==> src/hdl/sfsr_pkg.sv <==
// Notes on behaviour
// Three eight-bit status registers hold bits 0-7, 8-15 and 16-23.
// A status write carrying the stored value changes nothing.
// Bit 0 is a read-only busy flag, 1 during any write cycle.
// Bit 1 is the volatile write-enable latch, default 0.
// Bits 2-6 are block protection, with volatile and non-volatile copies.
// Bits 7 and 8 select the write-protection method, default 0.
// Bit 9 is quad enable, volatile and non-volatile, default 0.
// Bit 10 reads 1 while a program is suspended.
// Bits 11-13 are one-time lock bits; once 1, they cannot be cleared.
// Bit 15 flags erase suspended; bit 14 is complement protect, default 0.
// Bit 18 sets when program or erase hits a protected area.
// Bit 19 sets when a program or erase fails, else 0.
// Bits 21-22 set drive strength, default bit 22 set, bit 21 clear.
// Bit 23 selects hold (0) or hardware reset (1) on the shared pin.
// Only the enable command sets the latch; disable, completed writes and resets clear it.
// While busy only status read, reset and suspend are obeyed.
// Suspend sets the matching suspended flag; resume clears it.
// Power-on, hardware and software reset clear the protection error flag.
// Reserved bits 16, 17 and 20 read zero, writes ignored.
// The host polls busy before issuing other commands.
package sfsr_pkg;

	// ==========================================================
	// timing
	localparam int SFSR_CLK_MHZ        = 25;
	localparam int SFSR_WRITE_TIME_US  = 5000;
	localparam int SFSR_WRITE_CYCLES   = SFSR_WRITE_TIME_US * SFSR_CLK_MHZ;
	localparam int SFSR_WCNT_W         = 18;

	// ==========================================================
	// commands
	localparam logic [7:0] SFSR_CMD_READ_LOW        = 8'h05;
	localparam logic [7:0] SFSR_CMD_READ_MID        = 8'h35;
	localparam logic [7:0] SFSR_CMD_READ_HIGH       = 8'h15;
	localparam logic [7:0] SFSR_CMD_WRITE_LOW       = 8'h01;
	localparam logic [7:0] SFSR_CMD_WRITE_MID       = 8'h31;
	localparam logic [7:0] SFSR_CMD_WRITE_HIGH      = 8'h11;
	localparam logic [7:0] SFSR_CMD_WRITE_ENABLE    = 8'h06;
	localparam logic [7:0] SFSR_CMD_WRITE_DISABLE   = 8'h04;
	localparam logic [7:0] SFSR_CMD_VOLATILE_ENABLE = 8'h50;
	localparam logic [7:0] SFSR_CMD_RESET_ENABLE    = 8'h66;
	localparam logic [7:0] SFSR_CMD_RESET           = 8'h99;
	localparam logic [7:0] SFSR_CMD_SUSPEND         = 8'h75;
	localparam logic [7:0] SFSR_CMD_RESUME          = 8'h7A;

	// ==========================================================
	// bit positions in the 24-bit status word
	localparam int SFSR_BIT_BUSY     = 0;
	localparam int SFSR_BIT_WR_LATCH = 1;
	localparam int SFSR_BIT_BP_LSB   = 2;
	localparam int SFSR_BIT_SRP_LSB  = 7;
	localparam int SFSR_BIT_QUAD     = 9;
	localparam int SFSR_BIT_PROG_SUS = 10;
	localparam int SFSR_BIT_IRL_LSB  = 11;
	localparam int SFSR_BIT_COMPL    = 14;
	localparam int SFSR_BIT_ERAS_SUS = 15;
	localparam int SFSR_BIT_PROT_HIT = 18;
	localparam int SFSR_BIT_OP_FAIL  = 19;
	localparam int SFSR_BIT_ODS_LSB  = 21;
	localparam int SFSR_BIT_HOLD_RST = 23;

	// ==========================================================
	// reset value and masks
	localparam logic [23:0] SFSR_STATUS_RESET = 24'h400000;
	localparam logic [23:0] SFSR_WRITE_MASK   = 24'hE07BFC;
	localparam logic [23:0] SFSR_DUAL_MASK    = 24'h00027C;
	localparam logic [23:0] SFSR_OTP_MASK     = 24'h003800;
	localparam logic [23:0] SFSR_VOL_CLR_MASK = 24'h0C8402;

	typedef enum logic [2:0] {
		SFSR_FR_IDLE,
		SFSR_FR_CMD,
		SFSR_FR_DATA,
		SFSR_FR_READ,
		SFSR_FR_HOLD,
		SFSR_FR_SKIP
	} sfsr_frame_e;

	// register lane of a read or write command, 3 when none
	function automatic logic [1:0] sfsr_lane(input logic [7:0] cmd);
		logic [1:0] l;
		l = 2'h3;
		if (cmd == SFSR_CMD_READ_LOW || cmd == SFSR_CMD_WRITE_LOW) begin
			l = 2'h0;
		end else if (cmd == SFSR_CMD_READ_MID || cmd == SFSR_CMD_WRITE_MID) begin
			l = 2'h1;
		end else if (cmd == SFSR_CMD_READ_HIGH
				|| cmd == SFSR_CMD_WRITE_HIGH) begin
			l = 2'h2;
		end
		return l;
	endfunction

	function automatic logic [23:0] sfsr_place(input logic [7:0] b,
			input logic [1:0] lane);
		logic [23:0] w;
		case (lane)
			2'h0: w = {16'h0000, b};
			2'h1: w = {8'h00, b, 8'h00};
			2'h2: w = {b, 16'h0000};
			default: w = 24'h000000;
		endcase
		return w;
	endfunction

endpackage

==> src/hdl/sfsr_link_if.sv <==
interface sfsr_link_if;
	logic       frame_start;
	logic       frame_end;
	logic       rx_valid;
	logic [7:0] rx_byte;
	logic       tx_en;
	logic [7:0] tx_byte;

	modport link (
		output frame_start,
		output frame_end,
		output rx_valid,
		output rx_byte,
		input  tx_en,
		input  tx_byte
	);

	modport core (
		input  frame_start,
		input  frame_end,
		input  rx_valid,
		input  rx_byte,
		output tx_en,
		output tx_byte
	);
endinterface

==> src/hdl/sfsr_spi_link.sv <==
module sfsr_spi_link (
	// clock and reset
	input  wire logic       clk_sys_i,
	input  wire logic       nrst_i,
	// serial pins
	input  wire logic       sck_i,
	input  wire logic       cs_n_i,
	input  wire logic       si_i,
	output logic            so_o,
	output logic            so_oe_o,
	// to the register core
	sfsr_link_if.link       lnk
);
	import sfsr_pkg::*;

	// ==========================================================
	// synchronisers: only the second stage feeds logic
	logic [1:0] sck_s_q, cs_s_q, si_s_q;
	logic       sck_prev_q, cs_prev_q;

	always_ff @(posedge clk_sys_i) begin
		if (!nrst_i) begin
			sck_s_q    <= 2'h0;
			cs_s_q     <= 2'h3;
			si_s_q     <= 2'h0;
			sck_prev_q <= 1'b0;
			cs_prev_q  <= 1'b1;
		end else begin
			sck_s_q    <= {sck_s_q[0], sck_i};
			cs_s_q     <= {cs_s_q[0], cs_n_i};
			si_s_q     <= {si_s_q[0], si_i};
			sck_prev_q <= sck_s_q[1];
			cs_prev_q  <= cs_s_q[1];
		end
	end

	// ==========================================================
	// shift engine, mode 0: sample on rise, launch on fall
	logic       act, rise, fall;
	logic [2:0] bit_q, bit_d;
	logic [7:0] sh_q, sh_d, rxb_q, rxb_d;
	logic       rxv_q, rxv_d, fs_q, fs_d, fe_q, fe_d, so_q, so_d;

	assign act  = ~cs_s_q[1];
	assign rise = act & sck_s_q[1] & ~sck_prev_q;
	assign fall = act & ~sck_s_q[1] & sck_prev_q;

	always_comb begin
		bit_d = bit_q;
		sh_d  = sh_q;
		rxb_d = rxb_q;
		rxv_d = 1'b0;
		so_d  = so_q;
		fs_d  = cs_prev_q & ~cs_s_q[1];
		fe_d  = ~cs_prev_q & cs_s_q[1];
		if (fs_d) begin
			bit_d = 3'h0;
			so_d  = 1'b0;
		end else if (rise) begin
			sh_d  = {sh_q[6:0], si_s_q[1]};
			bit_d = bit_q + 3'h1;
			if (bit_q == 3'h7) begin
				rxv_d = 1'b1;
				rxb_d = sh_d;
			end
		end else if (fall) begin
			so_d = lnk.tx_byte[~bit_q];
		end
	end

	always_ff @(posedge clk_sys_i) begin
		if (!nrst_i) begin
			bit_q <= 3'h0;
			sh_q  <= 8'h00;
			rxb_q <= 8'h00;
			rxv_q <= 1'b0;
			fs_q  <= 1'b0;
			fe_q  <= 1'b0;
			so_q  <= 1'b0;
		end else begin
			bit_q <= bit_d;
			sh_q  <= sh_d;
			rxb_q <= rxb_d;
			rxv_q <= rxv_d;
			fs_q  <= fs_d;
			fe_q  <= fe_d;
			so_q  <= so_d;
		end
	end

	assign lnk.frame_start = fs_q;
	assign lnk.frame_end   = fe_q;
	assign lnk.rx_valid    = rxv_q;
	assign lnk.rx_byte     = rxb_q;
	assign so_o            = so_q;
	assign so_oe_o         = lnk.tx_en & act;
endmodule

==> src/hdl/sfsr_top.sv <==
module sfsr_top #(
	parameter int unsigned WRITE_CYCLES = sfsr_pkg::SFSR_WRITE_CYCLES
) (
	// clock and reset
	input  wire logic       clk_sys_i,
	input  wire logic       nrst_i,
	// serial pins
	input  wire logic       sck_i,
	input  wire logic       cs_n_i,
	input  wire logic       si_i,
	output logic            so_o,
	output logic            so_oe_o,
	input  wire logic       hold_rst_n_i,
	// array engine events
	input  wire logic       op_start_i,
	input  wire logic       op_erase_i,
	input  wire logic       op_done_i,
	input  wire logic       op_fail_i,
	input  wire logic       prot_hit_i,
	// array engine controls
	output logic            busy_o,
	output logic            write_enable_latch_o,
	output logic [4:0]      block_protect_o,
	output logic [1:0]      status_protect_o,
	output logic            quad_enable_o,
	output logic [2:0]      info_lock_o,
	output logic            complement_protect_o,
	output logic [1:0]      drive_strength_o,
	output logic            hold_reset_sel_o,
	output logic            suspend_o,
	output logic            resume_o,
	output logic            soft_reset_o
);
	import sfsr_pkg::*;

	sfsr_link_if lnk ();

	sfsr_spi_link u_link (
		.clk_sys_i (clk_sys_i),
		.nrst_i    (nrst_i),
		.sck_i     (sck_i),
		.cs_n_i    (cs_n_i),
		.si_i      (si_i),
		.so_o      (so_o),
		.so_oe_o   (so_oe_o),
		.lnk       (lnk.link)
	);

	// ==========================================================
	// hardware reset pin synchroniser
	logic [1:0] hr_s_q;

	always_ff @(posedge clk_sys_i) begin
		if (!nrst_i) begin
			hr_s_q <= 2'h3;
		end else begin
			hr_s_q <= {hr_s_q[0], hold_rst_n_i};
		end
	end

	// ==========================================================
	// state
	sfsr_frame_e            fr_q, fr_d;
	logic [7:0]             cmd_q, cmd_d, dat_q, dat_d, txb_q, txb_d;
	logic                   dok_q, dok_d, txe_q, txe_d;
	logic                   vwe_q, vwe_d, rsten_q, rsten_d;
	logic [23:0]            st_q, st_d, nv_q, nv_d;
	logic                   nvb_q, nvb_d, arb_q, arb_d, are_q, are_d;
	logic [SFSR_WCNT_W-1:0] cnt_q, cnt_d;
	logic                   sus_q, sus_d, res_q, res_d, srst_q, srst_d;

	logic        busy, hw_rst;
	logic [23:0] word;
	logic [1:0]  lane;

	assign busy   = nvb_q | arb_q;
	// reserved bits are never written so they stay zero  // see
	assign word   = st_q | {23'h000000, busy};
	assign lane   = sfsr_lane(cmd_q);
	// pin acts as reset only when selected and quad mode is off // see
	assign hw_rst = ~hr_s_q[1] & st_q[SFSR_BIT_HOLD_RST] & ~st_q[SFSR_BIT_QUAD];

	always_comb begin
		logic [23:0] lmask, cand;
		logic [7:0]  rsel;
		logic [1:0]  rl;
		lmask  = 24'h000000;
		cand   = 24'h000000;
		rsel   = 8'h00;
		rl     = 2'h3;
		fr_d   = fr_q;
		cmd_d  = cmd_q;
		dat_d  = dat_q;
		dok_d  = dok_q;
		txe_d  = txe_q;
		txb_d  = txb_q;
		vwe_d  = vwe_q;
		rsten_d = rsten_q;
		st_d   = st_q;
		nv_d   = nv_q;
		nvb_d  = nvb_q;
		arb_d  = arb_q;
		are_d  = are_q;
		cnt_d  = cnt_q;
		sus_d  = 1'b0;
		res_d  = 1'b0;
		srst_d = 1'b0;

		// non-volatile write cycle timer
		if (nvb_q) begin
			if (cnt_q == '0) begin
				nvb_d = 1'b0;
				st_d[SFSR_BIT_WR_LATCH] = 1'b0;
			end else begin
				cnt_d = cnt_q - 1'b1;
			end
		end

		// array engine events; failure flag follows each operation
		if (op_start_i) begin
			arb_d = 1'b1;
			are_d = op_erase_i;
			st_d[SFSR_BIT_OP_FAIL] = 1'b0;
		end
		if (op_done_i) begin
			arb_d = 1'b0;
			st_d[SFSR_BIT_WR_LATCH] = 1'b0;
			st_d[SFSR_BIT_OP_FAIL] = op_fail_i;
		end

		// frame decoding
		if (lnk.frame_start) begin
			fr_d  = SFSR_FR_CMD;
			dok_d = 1'b0;
			txe_d = 1'b0;
		end else if (lnk.rx_valid) begin
			case (fr_q)
				SFSR_FR_CMD: begin
					cmd_d = lnk.rx_byte;
					rl    = sfsr_lane(lnk.rx_byte);
					if (lnk.rx_byte == SFSR_CMD_READ_LOW
							|| lnk.rx_byte == SFSR_CMD_READ_MID
							|| lnk.rx_byte == SFSR_CMD_READ_HIGH) begin
						fr_d  = SFSR_FR_READ;
						txe_d = 1'b1;
					end else if (busy
							&& lnk.rx_byte != SFSR_CMD_RESET_ENABLE
							&& lnk.rx_byte != SFSR_CMD_RESET
							&& lnk.rx_byte != SFSR_CMD_SUSPEND) begin
						fr_d = SFSR_FR_SKIP;
					end else if (rl != 2'h3) begin
						fr_d = SFSR_FR_DATA;
					end else begin
						fr_d = SFSR_FR_HOLD;
					end
				end
				SFSR_FR_DATA: begin
					dat_d = lnk.rx_byte;
					dok_d = 1'b1;
					fr_d  = SFSR_FR_HOLD;
				end
				default: begin
				end
			endcase
		end else if (lnk.frame_end) begin
			fr_d  = SFSR_FR_IDLE;
			txe_d = 1'b0;
			if (fr_q == SFSR_FR_HOLD) begin
				if (cmd_q != SFSR_CMD_VOLATILE_ENABLE) begin
					vwe_d = 1'b0;
				end
				if (cmd_q != SFSR_CMD_RESET_ENABLE) begin
					rsten_d = 1'b0;
				end
				if (cmd_q == SFSR_CMD_WRITE_ENABLE) begin
					st_d[SFSR_BIT_WR_LATCH] = 1'b1;
				end else if (cmd_q == SFSR_CMD_WRITE_DISABLE) begin
					st_d[SFSR_BIT_WR_LATCH] = 1'b0;
				end else if (cmd_q == SFSR_CMD_VOLATILE_ENABLE) begin
					vwe_d = 1'b1;
				end else if (cmd_q == SFSR_CMD_RESET_ENABLE) begin
					rsten_d = 1'b1;
				end else if (cmd_q == SFSR_CMD_RESET && rsten_q) begin
					srst_d = 1'b1;
				end else if (cmd_q == SFSR_CMD_SUSPEND && arb_q) begin
					arb_d = 1'b0;
					sus_d = 1'b1;
					if (are_q) begin
						st_d[SFSR_BIT_ERAS_SUS] = 1'b1;
					end else begin
						st_d[SFSR_BIT_PROG_SUS] = 1'b1;
					end
				end else if (cmd_q == SFSR_CMD_RESUME && !busy
						&& (st_q[SFSR_BIT_PROG_SUS]
						|| st_q[SFSR_BIT_ERAS_SUS])) begin
					arb_d = 1'b1;
					res_d = 1'b1;
					st_d[SFSR_BIT_PROG_SUS] = 1'b0;
					st_d[SFSR_BIT_ERAS_SUS] = 1'b0;
				end else if (lane != 2'h3 && dok_q) begin
					// latch and one-time bits only ever stay or set
					lmask = SFSR_WRITE_MASK & sfsr_place(8'hFF, lane);
					cand  = (st_q & ~lmask)
						| (sfsr_place(dat_q, lane) & lmask)
						| (st_q & SFSR_OTP_MASK);
					if (cand != st_q) begin
						if (vwe_q) begin
							st_d = cand;
						end else if (st_q[SFSR_BIT_WR_LATCH]) begin
							st_d  = cand;
							nv_d  = cand;
							nvb_d = 1'b1;
							cnt_d = SFSR_WCNT_W'(WRITE_CYCLES - 1);
						end
					end
				end
			end
		end

		// refresh the read byte at each byte boundary for live polling
		if (txe_d && (lnk.rx_valid || !txe_q)) begin
			rsel  = cmd_d;
			case (sfsr_lane(rsel))
				2'h0: txb_d = word[7:0];
				2'h1: txb_d = word[15:8];
				default: txb_d = word[23:16];
			endcase
		end

		// the protection hit sets late, but a same-cycle reset still clears it
		if (prot_hit_i) begin
			st_d[SFSR_BIT_PROT_HIT] = 1'b1;
		end

		// software or pin reset: volatile copies reload, flags drop
		if (srst_d || hw_rst) begin
			st_d  = (st_q & ~SFSR_DUAL_MASK & ~SFSR_VOL_CLR_MASK)
				| (nv_q & SFSR_DUAL_MASK);
			nvb_d = 1'b0;
			arb_d = 1'b0;
			vwe_d = 1'b0;
			rsten_d = 1'b0;
			srst_d = 1'b1;
		end
	end

	always_ff @(posedge clk_sys_i) begin
		if (!nrst_i) begin
			fr_q    <= SFSR_FR_IDLE;
			cmd_q   <= 8'h00;
			dat_q   <= 8'h00;
			dok_q   <= 1'b0;
			txe_q   <= 1'b0;
			txb_q   <= 8'h00;
			vwe_q   <= 1'b0;
			rsten_q <= 1'b0;
			st_q    <= SFSR_STATUS_RESET;
			nv_q    <= SFSR_STATUS_RESET;
			nvb_q   <= 1'b0;
			arb_q   <= 1'b0;
			are_q   <= 1'b0;
			cnt_q   <= '0;
			sus_q   <= 1'b0;
			res_q   <= 1'b0;
			srst_q  <= 1'b0;
		end else begin
			fr_q    <= fr_d;
			cmd_q   <= cmd_d;
			dat_q   <= dat_d;
			dok_q   <= dok_d;
			txe_q   <= txe_d;
			txb_q   <= txb_d;
			vwe_q   <= vwe_d;
			rsten_q <= rsten_d;
			st_q    <= st_d;
			nv_q    <= nv_d;
			nvb_q   <= nvb_d;
			arb_q   <= arb_d;
			are_q   <= are_d;
			cnt_q   <= cnt_d;
			sus_q   <= sus_d;
			res_q   <= res_d;
			srst_q  <= srst_d;
		end
	end

	// ==========================================================
	// outputs
	assign lnk.tx_en            = txe_q;
	assign lnk.tx_byte          = txb_q;
	assign busy_o               = busy;
	assign write_enable_latch_o = st_q[SFSR_BIT_WR_LATCH];
	assign block_protect_o      = st_q[SFSR_BIT_BP_LSB +: 5];
	assign status_protect_o     = st_q[SFSR_BIT_SRP_LSB +: 2];
	assign quad_enable_o        = st_q[SFSR_BIT_QUAD];
	assign info_lock_o          = st_q[SFSR_BIT_IRL_LSB +: 3];
	assign complement_protect_o = st_q[SFSR_BIT_COMPL];
	assign drive_strength_o     = st_q[SFSR_BIT_ODS_LSB +: 2];
	assign hold_reset_sel_o     = st_q[SFSR_BIT_HOLD_RST];
	assign suspend_o            = sus_q;
	assign resume_o             = res_q;
	assign soft_reset_o         = srst_q;
endmodule

==> config.mk <==
export PLATFORM = sky130hd
export DESIGN_NAME = sfsr_top
export DESIGN_NICKNAME = d
export VERILOG_FILES = /design/src/hdl/sfsr_pkg.sv /design/src/hdl/sfsr_link_if.sv /design/src/hdl/sfsr_spi_link.sv /design/src/hdl/sfsr_top.sv
export SDC_FILE = /design/constraint.sdc
export NUM_CORES = 1
export LEC_CHECK = 0
export BUFFER_PORTS_ARGS = -buffer_cell sky130_fd_sc_hd__buf_2
export CAP_MARGIN = 20
export CELL_PAD_IN_SITES_DETAIL_PLACEMENT = 1
export CELL_PAD_IN_SITES_GLOBAL_PLACEMENT = 1
export CORE_ASPECT_RATIO = 2
export CORE_MARGIN = 2
export CORE_UTILIZATION = 43
export CTS_CLUSTER_DIAMETER = 200
export CTS_CLUSTER_SIZE = 25
export DETAILED_ROUTE_END_ITERATION = 6
export PLACE_DENSITY = 0.84
export SETUP_SLACK_MARGIN = 0.1
export SLEW_MARGIN = 25
export SYNTH_ARGS = -nofsm -noshare
export SYNTH_HDL_FRONTEND = slang
export SYNTH_SLANG_ARGS = --single-unit
==> constraint.sdc <==
create_clock -name clk_sys_i -period 2.26 [get_ports clk_sys_i]
set_input_delay 0.113 -clock clk_sys_i [delete_from_list [all_inputs] [get_ports clk_sys_i]]
set_output_delay 0.113 -clock clk_sys_i [all_outputs]
set_load 0.005 [all_outputs]
==> impl_results.md, run 1 <==
* Status: finished, violations left
* Failing checks: setup timing
* Multi-input logic area at roughly 3200 sq um
* Setup Crit Path Kind: reg2reg
* Yosys cell types at 76
* Row count at 58
* Final wirelength at around 23000 um
* Starting Density at 0.438
* Max Slew Vio Count at 0
* CTS root buffer: clkbuf_16
* Tightest Hold Check Type: in2reg
* Routability cong. at slightly below 1
* Hold wc startpoint: op_done_i
* Final-stage net count at 739
* Core area at ~13000 sq um
* Clk sinks at ~110
* Power density cells at roughly 700 nW/um^2
* Critical path required time at ~2600 ps
* CTS clk-pin slew, worst paths at 60 ps
* Crit end category: flip-flop
* Largest net degree at the start of global routing at 35
* DRT iter0 DRCs at around 400
* WL per Instance at 26.4 um
* Final hold violations at 0
* Yosys warns at 0
* RSZ-0062 raised after global routing: true
* Critical Path, Cell by Cell: or4b_4, nor3_4, a32oi_2, buf_6, buf_4, o21ai_0, a21oi_1
* Via count at 5722
* Area delta synth->final at 31.9%
* Most frequent cells in the layout: dfxtp_1, nand2_1, buf_4
* CTS tree: built
* Smallest setup slack after layout at -4.34 ps
* Rel. slew slack at 0.620
* Final ANT Viol Nets at 0
* Synth Area per Inst at ~8.7 sq um
* Area post-placement at 6050 sq um
* FF+latch area at between 2000 and 2500 sq um
* Number of I/O pins at 33
* Fin crit period at approximately 2300 ps
* Ys async rst share at 0
* Port buffer count at 32
* Initial DRT Pass Iterations at 6
* Via density at 6.44
* Setup violations, final at 1
* Layout cells sized above 1 at 0.287
* Die height at around 160 um
* Cells after Synth at between 600 and 700
* DRC at 0
* DIE WIDTH at roughly 84 um
* Hpwl dp at about 13000 um
* Final setup skew at ~12 ps
* Hold Path Cell Cnt at 3
* Vias in the first global route at roughly 6000
* Initial antenna violation count at 0
* CP max FO at 9
* First-pass GRT wire length at 32700 um
* Final worst-path cycle share at 1.00
* Hold Crit Endpoint: st_q[19]
* GR Util All Layers at 0.309
* R2R Setup Slk at -4 ps
* Post-Syn Nets at approximately 650
* Worst Max-Slew Pin Slew at ~560 ps
* Die area at ~14000 sq um
* Worst path arrival time at approximately 2600 ps
* # H-tree levels at 4
* Critical path launch point type: flip-flop
* Grt total ovfl at 0
* Reg-to-Reg End: st_q[2]
* Post-layout util at 0.577
* P_leak at around 2.8 nW
* Mapped Area at about 5500 sq um
* Slowest cell on crit path: or4b_4
* Most common cell after layout, fill and taps aside: dfxtp_1
* Critical R2R Launch: cmd_q[1]
* Synth Register Bits at ~110
* Design Area, Final at roughly 7200 sq um
* Clk buf depth at 2
* Clock Latency Late Sink at between 400 and 500 ps
* Max-cap violations at 0
* CTS Buf Count at 17
* Sequential share of the synthesized area at 0.412
* Max Freq at roughly 440 MHz
* Critical Path Max Stage Delay at slightly below 600 ps
* Antenna cell count at 0
* Fillers at ~1400
* Post-synth EDFFs at 0
* Worst VDD drop at between 0.8 and 0.9 mV
* FF-to-FF path depth at 7
* Post-synth top flop: dfxtp_1
[through the flow]
stage / TNS, ps / hold slack, ps / instances / worst slack (ps) / power [mW]
floorplan: 0 / 214 / 632 / 212 / 2.11
CTS: 0 / 3.58 / 872 / 71.2 / 5.15
global placement: 0 / 294 / 829 / 22.8 / 2.14
global route: -239 / 56.9 / 888 / -133 / 5.28
finish: -4.34 / 30.9 / 888 / -4.34 / 5.19
detailed placement: -625 / 299 / 829 / -69.0 / 2.15
[final cells by class]
cell class | instances | share of cell area
clock inverter | 14 | 0.0292
clock buffer | 18 | 0.0606
inverter | 18 | 0.00933
sequential | 113 | 0.314
multi-input combinational | 461 | 0.446
timing repair buffer | 114 | 0.115
tap | 150 | 0.0259
[state kept, by name (all words and copies together), names as in the netlist, 6 cells and up]
name	count
cmd_q	8
nv_q	6
st_q	20
u_link.lnk.rx_byte	8
lnk.tx_byte	8
dat_q	8
cnt_q	18
u_link.sh_q	7
[logic make-up (layout without fill, tap and decap cells)]
family,after synthesis,after routing,share of synthesized area
adders and majority gates,3,3,0.00683
AOI/OAI and AO/OA,145,145,0.180
and+or+nand+nor,255,256,0.244
buffers and inverters,59,164,0.0531
muxes,35,35,0.0692
DFF,113,113,0.412
xor gates and xnor gates,22,22,0.0351
[worst max-delay path, delay by kind of cell (launching register included)]
family	cells	cell delay, ps
simple gates	2	820
compound gates	3	590
flops	1	360
buf+inv	2	350
[power by group]
part           total [mW]  switching [mW]  leakage, nW  internal (mW)
registers            2.01         0.00875        0.919           2.01
clock network        3.06            1.08        0.316           1.98
logic               0.114          0.0727         1.57         0.0413
total                5.19            1.16         2.81           4.03
[synthesized netlist by cell type (7+ instances only)]
library cell / instances / area [sq um]
a21oi_1: 63 / 315
nand4_1: 7 / 43.8
clkbuf_1: 20 / 75.1
dfxtp_1: 113 / 2260
nand2_1: 71 / 267
nor2b_1: 10 / 62.6
inv_1: 17 / 63.8
buf_4: 13 / 97.6
nand3_1: 22 / 110
nor2_1: 49 / 184
o21ai_0: 20 / 100
and2_1: 12 / 75.1
and3_1: 12 / 75.1
xnor2_1: 14 / 123
xor2_1: 8 / 70.1
mux2i_1: 31 / 310
nor3_1: 23 / 115
nand2b_1: 14 / 87.6
[routing by layer]
layer,share of wire,global-route usage,up-vias
met5,0,0,-
met2,0.53,0.576,295
li1,-,-,2438
met3,0.049,0.0648,138
met4,0.078,0.217,0
met1,0.34,0.297,2851
[what timing repair did]
item | 4_1_cts | 5_1_grt
hold buffers | 8 | 0
gates resized for setup | 26 | 42
cloned | 0 | 2
setup buffers | 3 | 14
hold endpoints to repair | 7 | 0
setup endpoints to repair | 50 | 53
pin swaps | 3 | 14
[how the worst max path moves through the flow]
stage / from / endpoint / depth (start not counted)
after floorplan: cnt_q[0] / cnt_q[6] / 9
after global placement: fr_q[0] / st_q[8] / 6
after detailed placement: fr_q[0] / st_q[14] / 6
after CTS: cmd_q[3] / st_q[14] / 8
after global routing: cmd_q[7] / st_q[6] / 9
final: cmd_q[1] / st_q[2] / 7
Power figures use the tool's default switching activity.
==> inputs of run 2 (changes only) <==
Settings changed: ABC_AREA set to 1, PLACE_DENSITY 0.84 to 0.88.
==> run 2 against run 1 <==
  * The flow still finishes with violations (setup timing)
  * Utilization increased by 0.45 points
  * Routed wire length increased by 37%
  * Via count grew 30%
  * Flip-flop and latch count stayed put
  * Synthesized cell count grew 39%
  * Hold slack gained 150 ps
  * Sequential power barely moved
  * Final cell count is 30% higher
  * Cell area is 7.9% higher
  * Combinational power up 12%
  * Worst setup slack worse by 280 ps
  * Critical path type unchanged
==> impl_results.md, run 2 <==
* Max-cap violations at 0
* GR Util All Layers at 0.385
* Fillers at roughly 1700
* CTS clk-pin slew, worst paths at around 60 ps
* Most frequent cells in the layout: nor2_1, nand2_1, inv_1
* DRT iter0 DRCs at approximately 730
* Critical path required time at around 2600 ps
* Via count at 7415
* Post-Syn Nets at slightly below 900
* Worst VDD drop at 0.731 mV
* Post-synth EDFFs at 0
* Largest net degree at the start of global routing at between 40 and 50
* Top cells by area, synth: dfxtp_1, nor2_1, nand2_1
* Multi-input logic area at 3320 sq um
* Clk sinks at roughly 110
* RSZ-0062 raised after global routing: true
* DRC at 0
* Max Freq at 393 MHz
* Hpwl dp at ~17000 um
* Final hold violations at 0
* Sequential share of the synthesized area at 0.382
* Top flop regs: st_q (20), cnt_q (18)
* # H-tree levels at 4
* Setup violations, final at 46
* Critical path launch point type: flip-flop
* Vias in the first global route at around 7400
* Clk buf depth at 2
* Worst path arrival time at around 2900 ps
* Most common cell after layout, fill and taps aside: nor2_1
* CTS root buffer: clkbuf_16
* Final worst-path cycle share at 1.13
* Die area at between 10000 and 15000 sq um
* Biggest area consumer among synthesized cells: dfxtp_1
* Initial antenna violation count at 0
* Yosys cell types at between 40 and 50
* Grt total ovfl at 0
* Via density at 6.41
* DIE WIDTH at ~87 um
* Final-stage net count at around 1000
* Cells after Synth at a little under 900
* Layout cells sized above 1 at 0.281
* Crit end category: flip-flop
* Max FFs per register at 20
* Die height at 170 um
* Final setup skew at between 15 and 20 ps
* Final ANT Viol Nets at 0
* Hold Slack at between 150 and 200 ps
* First-pass GRT wire length at around 42000 um
* Row count at 60
* Setup Crit Path Kind: reg2reg
* Post-layout util at 0.582
* Mapped Area at around 5900 sq um
* CP max FO at 8
* Max Slew Vio Count at 0
* Commonest cells in the netlist: nor2_1, nand2_1, inv_1
* Core area at 13400 sq um
* WL per Instance at 27.8 um
* Routability cong. at around 1
* Post-synth top flop: dfxtp_1
* CTS tree: built
* Initial DRT Pass Iterations at 6
* Failing checks: setup timing
* Dpl ws at -117 ps
* FF+latch area at about 2300 sq um
* Largest Register: st_q
* Port buffer count at 32
* Synth top area share at 0.382
* Area delta synth->final at 32.1%
* Power density cells at approximately 630 nW/um^2
* Number of I/O pins at 33
* Yosys warns at 0
* Ys async rst share at 0
* P_leak at 3.47 nW
* Final wirelength at approximately 32000 um
* CTS Buf Count at 17
* Fin crit period at approximately 2500 ps
* Synth Register Bits at 113
* Smallest setup slack after layout at -285 ps
* Rel. slew slack at 0.465
* Tightest Hold Check Type: in2reg
* Antenna cell count at 0
* Synth Area per Inst at slightly below 7 sq um
* Worst Max-Slew Pin Slew at 794 ps
* Starting Density at 0.440
* Area post-placement at around 6500 sq um
* Clock Latency Late Sink at ~450 ps
* Most common cell in the netlist: nor2_1
* Status: finished, violations left
* Design Area, Final at between 7000 and 8000 sq um
run 2: routing by layer:
| layer | track usage | vias to the layer above | wire length (um) |
|---|---|---|---|
| met5 | 0 | - | 0 |
| met4 | 0.320 | 0 | 3640 |
| met3 | 0.108 | 272 | 2900 |
| met2 | 0.667 | 537 | 15500 |
| met1 | 0.363 | 3547 | 10200 |
| li1 | - | 3059 | - |
run 2: path summary, 6_finish.rpt:
check / start / end / slack [ps] / depth (start not counted)
worst min register to register: u_link.cs_s_q[0] / u_link.cs_s_q[1] / 430 / 1
worst max-delay path: cmd_q[6] / nv_q[4] / -280 / 15
worst max register to register: cmd_q[6] / nv_q[4] / -280 / 15
worst min-delay path: nrst_i / st_q[9] / 190 / 3
run 2: cell type report:
class | count | share of cell area
multi-input combinational | 603 | 0.425
tap | 155 | 0.0248
inverter | 131 | 0.0650
clock buffer | 20 | 0.0572
clock inverter | 12 | 0.0173
timing repair buffer | 123 | 0.119
sequential | 113 | 0.292
run 2: kinds of logic (layout without fill, tap and decap cells):
logic type / Yosys count / after routing / share of synthesized area
mux: 1 / 1 / 0.00169
fa+ha+maj: 3 / 3 / 0.00634
compound gates: 149 / 149 / 0.142
buf+inv: 163 / 286 / 0.117
xor+xnor: 9 / 9 / 0.0133
simple gates: 439 / 441 / 0.337
flops: 113 / 113 / 0.382
run 2: stage by stage:
| step | total power [mW] | TNS (ps) | cells |
|---|---|---|---|
| finish | 4.92 | -5240 | 1157 |
| global route | 5.00 | -6990 | 1157 |
| CTS | 4.83 | 0 | 1136 |
| detailed placement | 2.15 | -1440 | 1083 |
| global placement | 2.15 | 0 | 1083 |
| floorplan | 2.11 | 0 | 877 |
run 2: critical path, stage by stage (launching register included):
cell	delay, ps
dfxtp_2	370
nor2_4	130
nand2_2	160
nor2_4	180
buf_12	140
nand3_1	100
nand3_1	110
nor2_1	60
nand2_1	140
nor2_4	70
nand2_4	120
nand2_4	80
nor2_4	250
nand2_4	210
nor2_1	200
nor2_1	90
run 2: report_power, final:
part / internal [mW] / total [mW] / switching, mW
combinational: 0.0375 / 0.128 / 0.0904
sequential: 2.00 / 2.02 / 0.0137
clock: 1.65 / 2.77 / 1.12
run 2: what timing repair did:
| action | CTS | global route |
|---|---|---|
| pin swaps | 11 | 32 |
| hold buffers | 7 | 0 |
| setup buffers | 12 | 21 |
| endpoints found under the setup margin | 50 | 58 |
| resized for setup | 49 | 84 |
| hold endpoints to repair | 6 | 0 |
| cloned | 2 | 0 |
